### src/rcsf_pkg.sv
// Package with register map, field positions and reset values
package rcsf_pkg;
	localparam int          RCSF_AW          = 8;
	localparam int          RCSF_DW          = 8;
	// Register offsets
	localparam logic [7:0]  RCSF_PRS_ADDR    = 8'h8e;
	localparam logic [7:0]  RCSF_IRQ_STAT_ADDR = 8'h90;
	localparam logic [7:0]  RCSF_IRQ_MASK_ADDR = 8'h91;
	// Fields of power_reset_status
	localparam int          RCSF_BOR_BIT     = 0;
	localparam int          RCSF_POR_BIT     = 1;
	// Fields of the event status and mask registers
	localparam int          RCSF_EV_POR      = 0;
	localparam int          RCSF_EV_BOR      = 1;
	localparam int          RCSF_EV_EXT      = 2;
	localparam int          RCSF_EV_WDT      = 3;
	localparam int          RCSF_EV_N        = 4;
	// Reset values and synchroniser width
	localparam logic        RCSF_POR_RST     = 1'b0;
	localparam logic        RCSF_BOR_RST     = 1'b0;
	localparam logic [3:0]  RCSF_EV_RST      = 4'h0;
	localparam logic [3:0]  RCSF_MASK_RST    = 4'h0;
	localparam int          RCSF_SYNC_N      = 5;
endpackage : rcsf_pkg

### src/rcsf_sync.sv
// Two-flop synchroniser for a group of asynchronous levels
`timescale 1ns/1ns
module rcsf_sync #(
	parameter int W = 1
) (
	input  wire logic         i_mclk,
	input  wire logic         i_rst_b,
	input  wire logic [W-1:0] i_async,
	output logic      [W-1:0] o_sync
);
	logic [W-1:0] meta_reg;

	// First stage feeds only the second stage
	always_ff @(posedge i_mclk or negedge i_rst_b)
	begin
		if (!i_rst_b)
		begin
			meta_reg <= '0;
			o_sync   <= '0;
		end
		else
		begin
			meta_reg <= i_async;
			o_sync   <= meta_reg;
		end
	end
endmodule : rcsf_sync

### src/rcsf_top.sv
// Reset-cause status flags with register port and event interrupt
`timescale 1ns/1ns
module rcsf_top
	import rcsf_pkg::*;
(
	input  wire logic                i_mclk,
	input  wire logic                i_rst_b,
	input  wire logic                i_brownout_reset,
	input  wire logic                i_external_reset_pin,
	input  wire logic                i_watchdog_reset,
	input  wire logic                i_brownout_detect_enable,
	input  wire logic [RCSF_AW-1:0]  i_addr,
	input  wire logic [RCSF_DW-1:0]  i_wr_data,
	input  wire logic                i_wr_stb,
	input  wire logic                i_rd_stb,
	output logic      [RCSF_DW-1:0]  o_rd_data,
	output logic                     o_irq
);
	logic [RCSF_SYNC_N-1:0]  sync_lvl;
	logic [2:0]              prev_reg;
	logic                    bor_en;
	logic                    bor_evt;
	logic                    ext_evt;
	logic                    wdt_evt;
	logic                    por_seen_reg;
	logic                    por_pulse;
	logic                    por_flag_reg;
	logic                    bor_flag_reg;
	logic [RCSF_EV_N-1:0]    ev_stat_reg;
	logic [RCSF_EV_N-1:0]    ev_mask_reg;
	logic [RCSF_EV_N-1:0]    ev_set;
	logic                    wr_prs;
	logic                    wr_mask;
	logic                    rd_stat;
	logic [RCSF_DW-1:0]      rd_next;

	// Reset causes and the config enable come from other domains
	rcsf_sync #(
		.W (RCSF_SYNC_N)
	) u_sync (
		.i_mclk  (i_mclk),
		.i_rst_b (i_rst_b),
		.i_async ({i_brownout_detect_enable, i_watchdog_reset,
			i_external_reset_pin, i_brownout_reset, 1'b0}),
		.o_sync  (sync_lvl)
	);

	assign bor_en = sync_lvl[4];

	// Rising edges of the synchronised reset indications
	always_ff @(posedge i_mclk or negedge i_rst_b)
	begin
		if (!i_rst_b)
			prev_reg <= 3'h0;
		else
			prev_reg <= sync_lvl[3:1];
	end

	// Brown-out only counts while detection is on, as the flag is void otherwise
	assign bor_evt = sync_lvl[1] & ~prev_reg[0] & bor_en;
	assign ext_evt = sync_lvl[2] & ~prev_reg[1];
	assign wdt_evt = sync_lvl[3] & ~prev_reg[2];

	// One pulse in the first cycle after power-on reset release
	always_ff @(posedge i_mclk or negedge i_rst_b)
	begin
		if (!i_rst_b)
			por_seen_reg <= 1'b0;
		else
			por_seen_reg <= 1'b1;
	end

	assign por_pulse = ~por_seen_reg;

	// Register port decode
	assign wr_prs  = i_wr_stb && (i_addr == RCSF_PRS_ADDR);
	assign wr_mask = i_wr_stb && (i_addr == RCSF_IRQ_MASK_ADDR);
	assign rd_stat = i_rd_stb && (i_addr == RCSF_IRQ_STAT_ADDR);

	// Power-on flag: reset clears it, software writes it; reset wins
	always_ff @(posedge i_mclk or negedge i_rst_b)
	begin
		if (!i_rst_b)
			por_flag_reg <= RCSF_POR_RST;
		else if (por_pulse)
			por_flag_reg <= 1'b0;
		else if (wr_prs)
			por_flag_reg <= i_wr_data[RCSF_POR_BIT];
	end

	// Brown-out flag: reset loads RCSF_BOR_RST (0), a brown-out clears it, software arms it
	always_ff @(posedge i_mclk or negedge i_rst_b)
	begin
		if (!i_rst_b)
			bor_flag_reg <= RCSF_BOR_RST;
		else if (bor_evt)
			bor_flag_reg <= 1'b0;
		else if (wr_prs)
			bor_flag_reg <= i_wr_data[RCSF_BOR_BIT];
	end

	// Pin and watchdog resets reach only the event status, never the flags
	always_comb
	begin
		ev_set              = '0;
		ev_set[RCSF_EV_POR] = por_pulse;
		ev_set[RCSF_EV_BOR] = bor_evt;
		ev_set[RCSF_EV_EXT] = ext_evt;
		ev_set[RCSF_EV_WDT] = wdt_evt;
	end

	// Sticky events set regardless of mask; a set beats a read-clear
	always_ff @(posedge i_mclk or negedge i_rst_b)
	begin
		if (!i_rst_b)
			ev_stat_reg <= RCSF_EV_RST;
		else if (rd_stat)
			ev_stat_reg <= ev_set;
		else
			ev_stat_reg <= ev_stat_reg | ev_set;
	end

	// Mask register steers the interrupt output
	always_ff @(posedge i_mclk or negedge i_rst_b)
	begin
		if (!i_rst_b)
			ev_mask_reg <= RCSF_MASK_RST;
		else if (wr_mask)
			ev_mask_reg <= i_wr_data[RCSF_EV_N-1:0];
	end

	// Level interrupt while any unmasked event is pending
	always_ff @(posedge i_mclk or negedge i_rst_b)
	begin
		if (!i_rst_b)
			o_irq <= 1'b0;
		else
			o_irq <= |((rd_stat ? ev_set : (ev_stat_reg | ev_set))
				& (wr_mask ? i_wr_data[RCSF_EV_N-1:0] : ev_mask_reg));
	end

	// Read mux; unused bits and unmapped addresses read zero
	always_comb
	begin
		rd_next = '0;
		case (i_addr)
			RCSF_PRS_ADDR:
			begin
				rd_next[RCSF_POR_BIT] = por_flag_reg;
				rd_next[RCSF_BOR_BIT] = bor_flag_reg;
			end
			RCSF_IRQ_STAT_ADDR: rd_next[RCSF_EV_N-1:0] = ev_stat_reg;
			RCSF_IRQ_MASK_ADDR: rd_next[RCSF_EV_N-1:0] = ev_mask_reg;
			default: rd_next = '0;
		endcase
	end

	// Read data stands one cycle after the strobe only
	always_ff @(posedge i_mclk or negedge i_rst_b)
	begin
		if (!i_rst_b)
			o_rd_data <= '0;
		else if (i_rd_stb)
			o_rd_data <= rd_next;
		else
			o_rd_data <= '0;
	end
endmodule : rcsf_top

### config.mk
export PLATFORM = sky130hd
export DESIGN_NAME = rcsf_top
export DESIGN_NICKNAME = d
export VERILOG_FILES = /design/src/rcsf_pkg.sv /design/src/rcsf_sync.sv /design/src/rcsf_top.sv
export SDC_FILE = /design/constraint.sdc
export NUM_CORES = 1
export LEC_CHECK = 0
export ABC_AREA = 1
export BUFFER_PORTS_ARGS = -buffer_cell sky130_fd_sc_hd__buf_4
export CELL_PAD_IN_SITES_DETAIL_PLACEMENT = 1
export CELL_PAD_IN_SITES_GLOBAL_PLACEMENT = 1
export CORE_MARGIN = 2
export CORE_UTILIZATION = 41
export DETAILED_ROUTE_END_ITERATION = 12
export PLACE_DENSITY_LB_ADDON = 0.25
export SETUP_SLACK_MARGIN = 0.05
export SYNTH_ARGS = -nofsm -noshare
export SYNTH_HDL_FRONTEND = slang
export SYNTH_HIERARCHICAL = 1
export SYNTH_SLANG_ARGS = --single-unit
export TNS_END_PERCENT = 100
### constraint.sdc
create_clock -name i_mclk -period 2.4 [get_ports i_mclk]
set_clock_uncertainty 0.2 [all_clocks]
set_input_delay 0.12 -clock i_mclk [delete_from_list [all_inputs] [get_ports i_mclk]]
set_output_delay 0.12 -clock i_mclk [all_outputs]
set_load 0.005 [all_outputs]
==> results.txt, run 1 <==
outcome -> finished clean
Core Area -> 2540 µm²
initial antenna violation count -> 0
P_sw -> 180 µW
antenna viol nets, final -> 0
Buffers & Inverters on Critical Path -> 3
pre-CTS setup slack -> 0.874 ns
CTS HTree Levels -> 1
CTS tree -> done
most frequent CP cell -> nand2_1
Syn Inst Count -> 117
area delta synth->final -> 29.1%
Pleak -> 0.771 nW
Die Span Y -> 56.4 µm
layout cell share with drive strength beyond 1 -> 26.6%
post-CTS setup buffer count -> 0
CP cell instances -> dlygate4sd3_1 > buf_4 > nand3_2 > nand2_1 > nand2_1 > nand2_1 > nand2_1 > inv_1 > nand2_1
io pins -> 33
Sequential Power Share -> 62.9%
RSZ-0062 raised after global routing -> no
# diodes -> 0
Clock Power Share -> 25.7%
Avg Inst Size Synth -> 9.61 µm²
routed len/inst -> 12.1 µm
DRC viols -> 0
Num CTS Buffers -> 3
Fin. Hold Viols -> 0
starting density of the core -> 44.2%
vias in the first global route -> 935
Critical Path End Type -> flop
Worst setup SP type -> input pin
Multi-input gate area -> 355 µm²
DR vias -> 856
vias per inst -> 4.65
Critical Path AT -> 1.31 ns
fillers -> 297
Worst IR Drop VDD -> 0.000567 V
Total Routing Usage GR -> 15.9%
internal power -> 580 µW
Die X -> 56.4 µm
# port buffers -> 24
DRT Pass-1 Iters -> 4
Sw Share -> 23.7%
dpl hpwl -> 1.62 mm
Period minus WS final -> 1.27 ns
Initial DRC Count -> 10
largest stage delay on the critical path -> 0.53 ns
worst skew pair latency -> 0.32 ns
Clock Tree Buf Depth -> 2
Syn Std Cell Area -> 1120 µm²
Top delay family on crit path -> buffers and inverters
grt ovf -> 0
clock slew seen by the registers of the worst setup and hold paths -> 0.14 ns
Comb power frac -> 11.3%
pin count of the biggest net entering global routing -> 28
Setup CP Type -> input pin to flop
total negative slack -> 0 ns
Hold Path Class -> input pin to asynchronous set/reset pin
Total Die Area -> 3180 µm²
WL final -> 2.22 mm
CP max-delay cell -> dlygate4sd3_1
Finish-stage setup viols -> 0
CP Max Fanout -> 6
Clock Root Buffer -> clkbuf_4
yosys warns -> 6
Layout Nets -> 179
# Max-Cap Violations -> 0
P per Cell Area -> 523 nW/µm²
period utilization -> 52.9%
Critical Path RT -> 2.44 ns
FF+latch area -> 676 µm²
floorplan row count -> 18
GP Congestion -> 0.686
Fmax -> 0.788 GHz
Sink Count -> 27
max-slew violation count -> 0
global-route wire length before repair -> 3.93 mm
setup ws final -> 1.13 ns
## stage by stage
| stage | utilization (%) | std cells | hold slack (ns) | instance area [µm²] | power, mW |
|---|---|---|---|---|---|
| global placement | 51.6 | 169 | -0.158 | 1310 | 0.557 |
| global route | 57.1 | 184 | 0.0366 | 1450 | 0.804 |
| CTS | 57.1 | 184 | 0.0149 | 1450 | 0.774 |
| detailed placement | 51.6 | 169 | -0.149 | 1310 | 0.560 |
| floorplan | - | 120 | -0.376 | 1140 | 0.518 |
| finish | 57.1 | 184 | 0.0211 | 1450 | 0.760 |
## metal layers
layer	vias up	track usage [%]	routed length, µm
li1	424	-	-
met2	15	28.9	1200
met4	0	4.08	21
met3	4	4.15	73
met5	-	0	0
met1	413	18.6	925
## repair_timing
item,in CTS,in global routing
endpoints found under the hold margin,42,0
resized for setup,0,0
hold buffers,11,0
## worst paths after layout
| check | to | depth (start not counted) | slack [ns] | startpoint |
|---|---|---|---|---|
| setup reg to reg | o_irq | 6 | 1.28 | prev_reg[0] |
| hold reg to reg | u_sync/o_sync[2] | 0 | 0.17 | u_sync/meta_reg[2] |
| max in group asynchronous | ev_stat_reg[3] | 2 | 1.73 | i_rst_b |
| setup / recovery | o_irq | 9 | 1.13 | i_rd_stb |
| hold / removal | o_rd_data[0] | 2 | 0.02 | i_rst_b |
| min in group i_mclk | ev_mask_reg[0] | 6 | 0.03 | i_addr[6] |
## layout make-up
cell class | count | share of cell area [%]
well taps | 30 | 2.58
clock inverters | 1 | 0.517
inverters | 17 | 4.39
multi-input cells | 71 | 24.5
repair buffers | 35 | 20.0
flip-flops and latches | 27 | 46.5
clock buffers | 3 | 1.55
## power groups by stage
stage	Sequential, mW	Clock [mW]	Combinational (mW)
6_report	0.478	0.196	0.0863
5_1_grt	0.480	0.225	0.0982
2_1_floorplan	0.486	0	0.0319
3_5_place_dp	0.487	0	0.0732
3_3_place_gp	0.486	0	0.0710
4_1_cts	0.479	0.208	0.0873
## worst reg2reg max path, stage by stage (launching register included)
cell and delay [ns]:
dfrtp_1 0.39, nand3b_1 0.18, nand2_1 0.12, nand2_2 0.06, nand2_1 0.05, inv_1 0.04
nand2_1 0.05
## placed cells by master (no fill, tap or decap), drive strengths merged, types with 2 or more instances in the layout
master / instances
nand2: 39
nor3: 2
nor2: 8
nand3: 8
dfrtp: 27
inv: 17
o22ai: 2
dlygate4sd3: 11
nand4: 4
clkbuf: 3
o21ai: 2
conb: 5
buf: 24
Note: power is estimated with default switching activity, not from simulation.
==> inputs of run 2 (changes only) <==
--- a/config.mk
+++ b/config.mk
@@ -10,7 +10,7 @@
 export CELL_PAD_IN_SITES_DETAIL_PLACEMENT = 1
 export CELL_PAD_IN_SITES_GLOBAL_PLACEMENT = 1
 export CORE_MARGIN = 2
-export CORE_UTILIZATION = 41
+export CORE_UTILIZATION = 38
 export DETAILED_ROUTE_END_ITERATION = 12
 export PLACE_DENSITY_LB_ADDON = 0.25
 export SETUP_SLACK_MARGIN = 0.05
==> constraint.sdc (replaced) <==
create_clock -name i_mclk -period 1.2 [get_ports i_mclk]
set_clock_uncertainty 0.2 [all_clocks]
set_input_delay 0.06 -clock i_mclk [delete_from_list [all_inputs] [get_ports i_mclk]]
set_output_delay 0.06 -clock i_mclk [all_outputs]
set_load 0.005 [all_outputs]
==> run 2 against run 1 <==
  * Critical path depth is 8 lower
  * Cell count grew 2.7%
  * Critical path type is now flop to output pin
  * Largest power group unchanged
  * Die area increased by 7.3%
  * Worst hold slack got worse by 0.24 ns
  * The flow now finishes with violations (negative hold slack)
  * Highest routed layer unchanged
==> results.txt, run 2 (same netlist as run 1, synthesis figures left out) <==
Hold Path Class -> input pin to flop
Finished Layout Cells -> 189
DRT Pass-1 Iters -> 4
# hold bufs at CTS -> 10
R2R Path End -> o_irq
max-slew violation count -> 0
Die Span Y -> 58.4 µm
Hold Slack -> -0.221 ns
Worst setup SP type -> flop
# diodes -> 0
internal power -> 1.17 mW
Total Routing Usage GR -> 16.0%
Critical Path End Type -> output pin
P per Cell Area -> 1030 nW/µm²
DR vias -> 901
Comb power frac -> 11.9%
largest stage delay on the critical path -> 0.41 ns
WP depth -> 1
Layout Nets -> 183
top layer in use -> met4
dpl hpwl -> 1.80 mm
fillers -> 324
Die X -> 58.4 µm
Clock Power Share -> 26.1%
Met2 Wirelength -> 1.27 mm
routed len/inst -> 12.4 µm
CTS tree -> done
Clock Tree Buf Depth -> 2
met1 WL -> 918 µm
worst r2r path cells -> 6
# Max-Cap Violations -> 0
vias per inst -> 4.77
most frequent cells in the layout -> nand2_1 (30), dfrtp_1 (27), buf_4 (25)
failing checks -> negative hold slack
post-CTS setup buffer count -> 0
most common cell after layout, fill and taps aside -> nand2_1
DRC viols -> 0
Sink Count -> 27
Worst IR Drop VDD -> 0.000749 V
Worst R2R Start -> prev_reg[0]
CTS HTree Levels -> 1
antenna viol nets, final -> 0
Clock Root Buffer -> clkbuf_4
Period minus WS final -> 1.11 ns
Critical Path RT -> 0.94 ns
Critical Path Start -> o_irq
CP Max Fanout -> 1
initial antenna violation count -> 0
Sw Share -> 24.4%
Total Die Area -> 3410 µm²
Fmax -> 0.903 GHz
Sequential Power Share -> 62.0%
P_sw -> 378 µW
RSZ-0062 raised after global routing -> yes
grt ovf -> 0
period utilization -> 92.3%
Core Area -> 2780 µm²
Top delay family on crit path -> flip-flops
# port buffers -> 24
Initial DRC Count -> 13
area delta synth->final -> 33.9%
outcome -> finished with violations
starting density of the core -> 40.4%
GP Congestion -> 0.800
CP Capture Point -> o_irq
Placed Cells -> 175
Hold Path Stages -> 3
io pins -> 33
Buffers & Inverters on Critical Path -> 1
vias in the first global route -> 1,030
layout cell share with drive strength beyond 1 -> 31.6%
R2R Setup Slk -> 0.11 ns
pin count of the biggest net entering global routing -> 28
Fin. Hold Viols -> 36
Critical Path AT -> 0.85 ns
WL final -> 2.34 mm
floorplan row count -> 19
Num CTS Buffers -> 3
worst skew pair latency -> 0.33 ns
CP max-delay cell -> dfrtp_1
Pleak -> 0.805 nW
CP cell instances -> buf_6
Setup CP Type -> flop to output pin
met3 WL post-DR -> 120 µm
clock slew seen by the registers of the worst setup and hold paths -> 0.14 ns
Finish-stage setup viols -> 0
global-route wire length before repair -> 4.14 mm
Finished Core Util -> 54.2%
## run 2: cell count changes in the layout (fill, tap and decap cells not counted)
cell,before,now
dlymetal6s4s_1,0,1
buf_4,24,25
nand2_2,6,9
buf_6,0,4
nand2_1,33,30
dlygate4sd3_1,11,9
inv_2,2,3
inv_1,15,14
## run 2: tightest hold or removal path: stages
cell	delay [ns]
buf_4	0.11
nand2_1	0.06
inv_1	0.05
## run 2: cell type report
class	count	area [µm²]	area share, %
Clock buffer	3	22.5	1.50
Clock inverter	1	7.51	0.498
Inverter	17	63.8	4.24
Multi-Input combinational cell	71	363	24.1
Sequential cell	27	676	44.9
Tap cell	31	38.8	2.57
Timing Repair Buffer	39	335	22.3
## run 2: routing by layer
metal,vias up,track usage (%)
met5,-,0
met3,5,3.74
met4,0,5.65
met2,28,30.7
li1,434,-
met1,434,16.8
## run 2: per-stage QoR
step | hold WS, ns | worst slack [ns] | setup TNS, ns | total power [mW] | instance area (µm²)
6_report | -0.221 | 0.0929 | 0 | 1.55 | 1510
5_1_grt | -0.236 | 0.0262 | 0 | 1.62 | 1510
4_1_cts | -0.232 | 0.0656 | 0 | 1.56 | 1480
3_5_place_dp | -0.215 | -0.155 | -0.392 | 1.13 | 1350
3_3_place_gp | -0.217 | -0.0979 | -0.153 | 1.12 | 1350
2_1_floorplan | -0.436 | 0.133 | 0 | 1.04 | 1140
## run 2: timing repair
item,in CTS,in global routing
gates resized for setup,0,9
hold endpoints to repair,46,36
endpoints found under the setup margin,0,6
## run 2: worst min path at each step
stage | end | from
finish | o_rd_data[0] | i_rd_stb
global route | o_rd_data[0] | i_rd_stb
CTS | o_rd_data[0] | i_rd_stb
detailed placement | o_rd_data[1] | i_rst_b
global placement | o_rd_data[1] | i_rst_b
floorplan | bor_flag_reg | i_rst_b
## run 2: power groups by stage
| stage | Sequential (mW) | Combinational, mW | Clock, mW |
|---|---|---|---|
| after CTS | 0.958 | 0.177 | 0.423 |
| after global routing | 0.963 | 0.208 | 0.453 |
| after global placement | 0.973 | 0.146 | 0 |
| after floorplan | 0.971 | 0.0637 | 0 |
| after detailed placement | 0.976 | 0.152 | 0 |
| final | 0.959 | 0.184 | 0.404 |
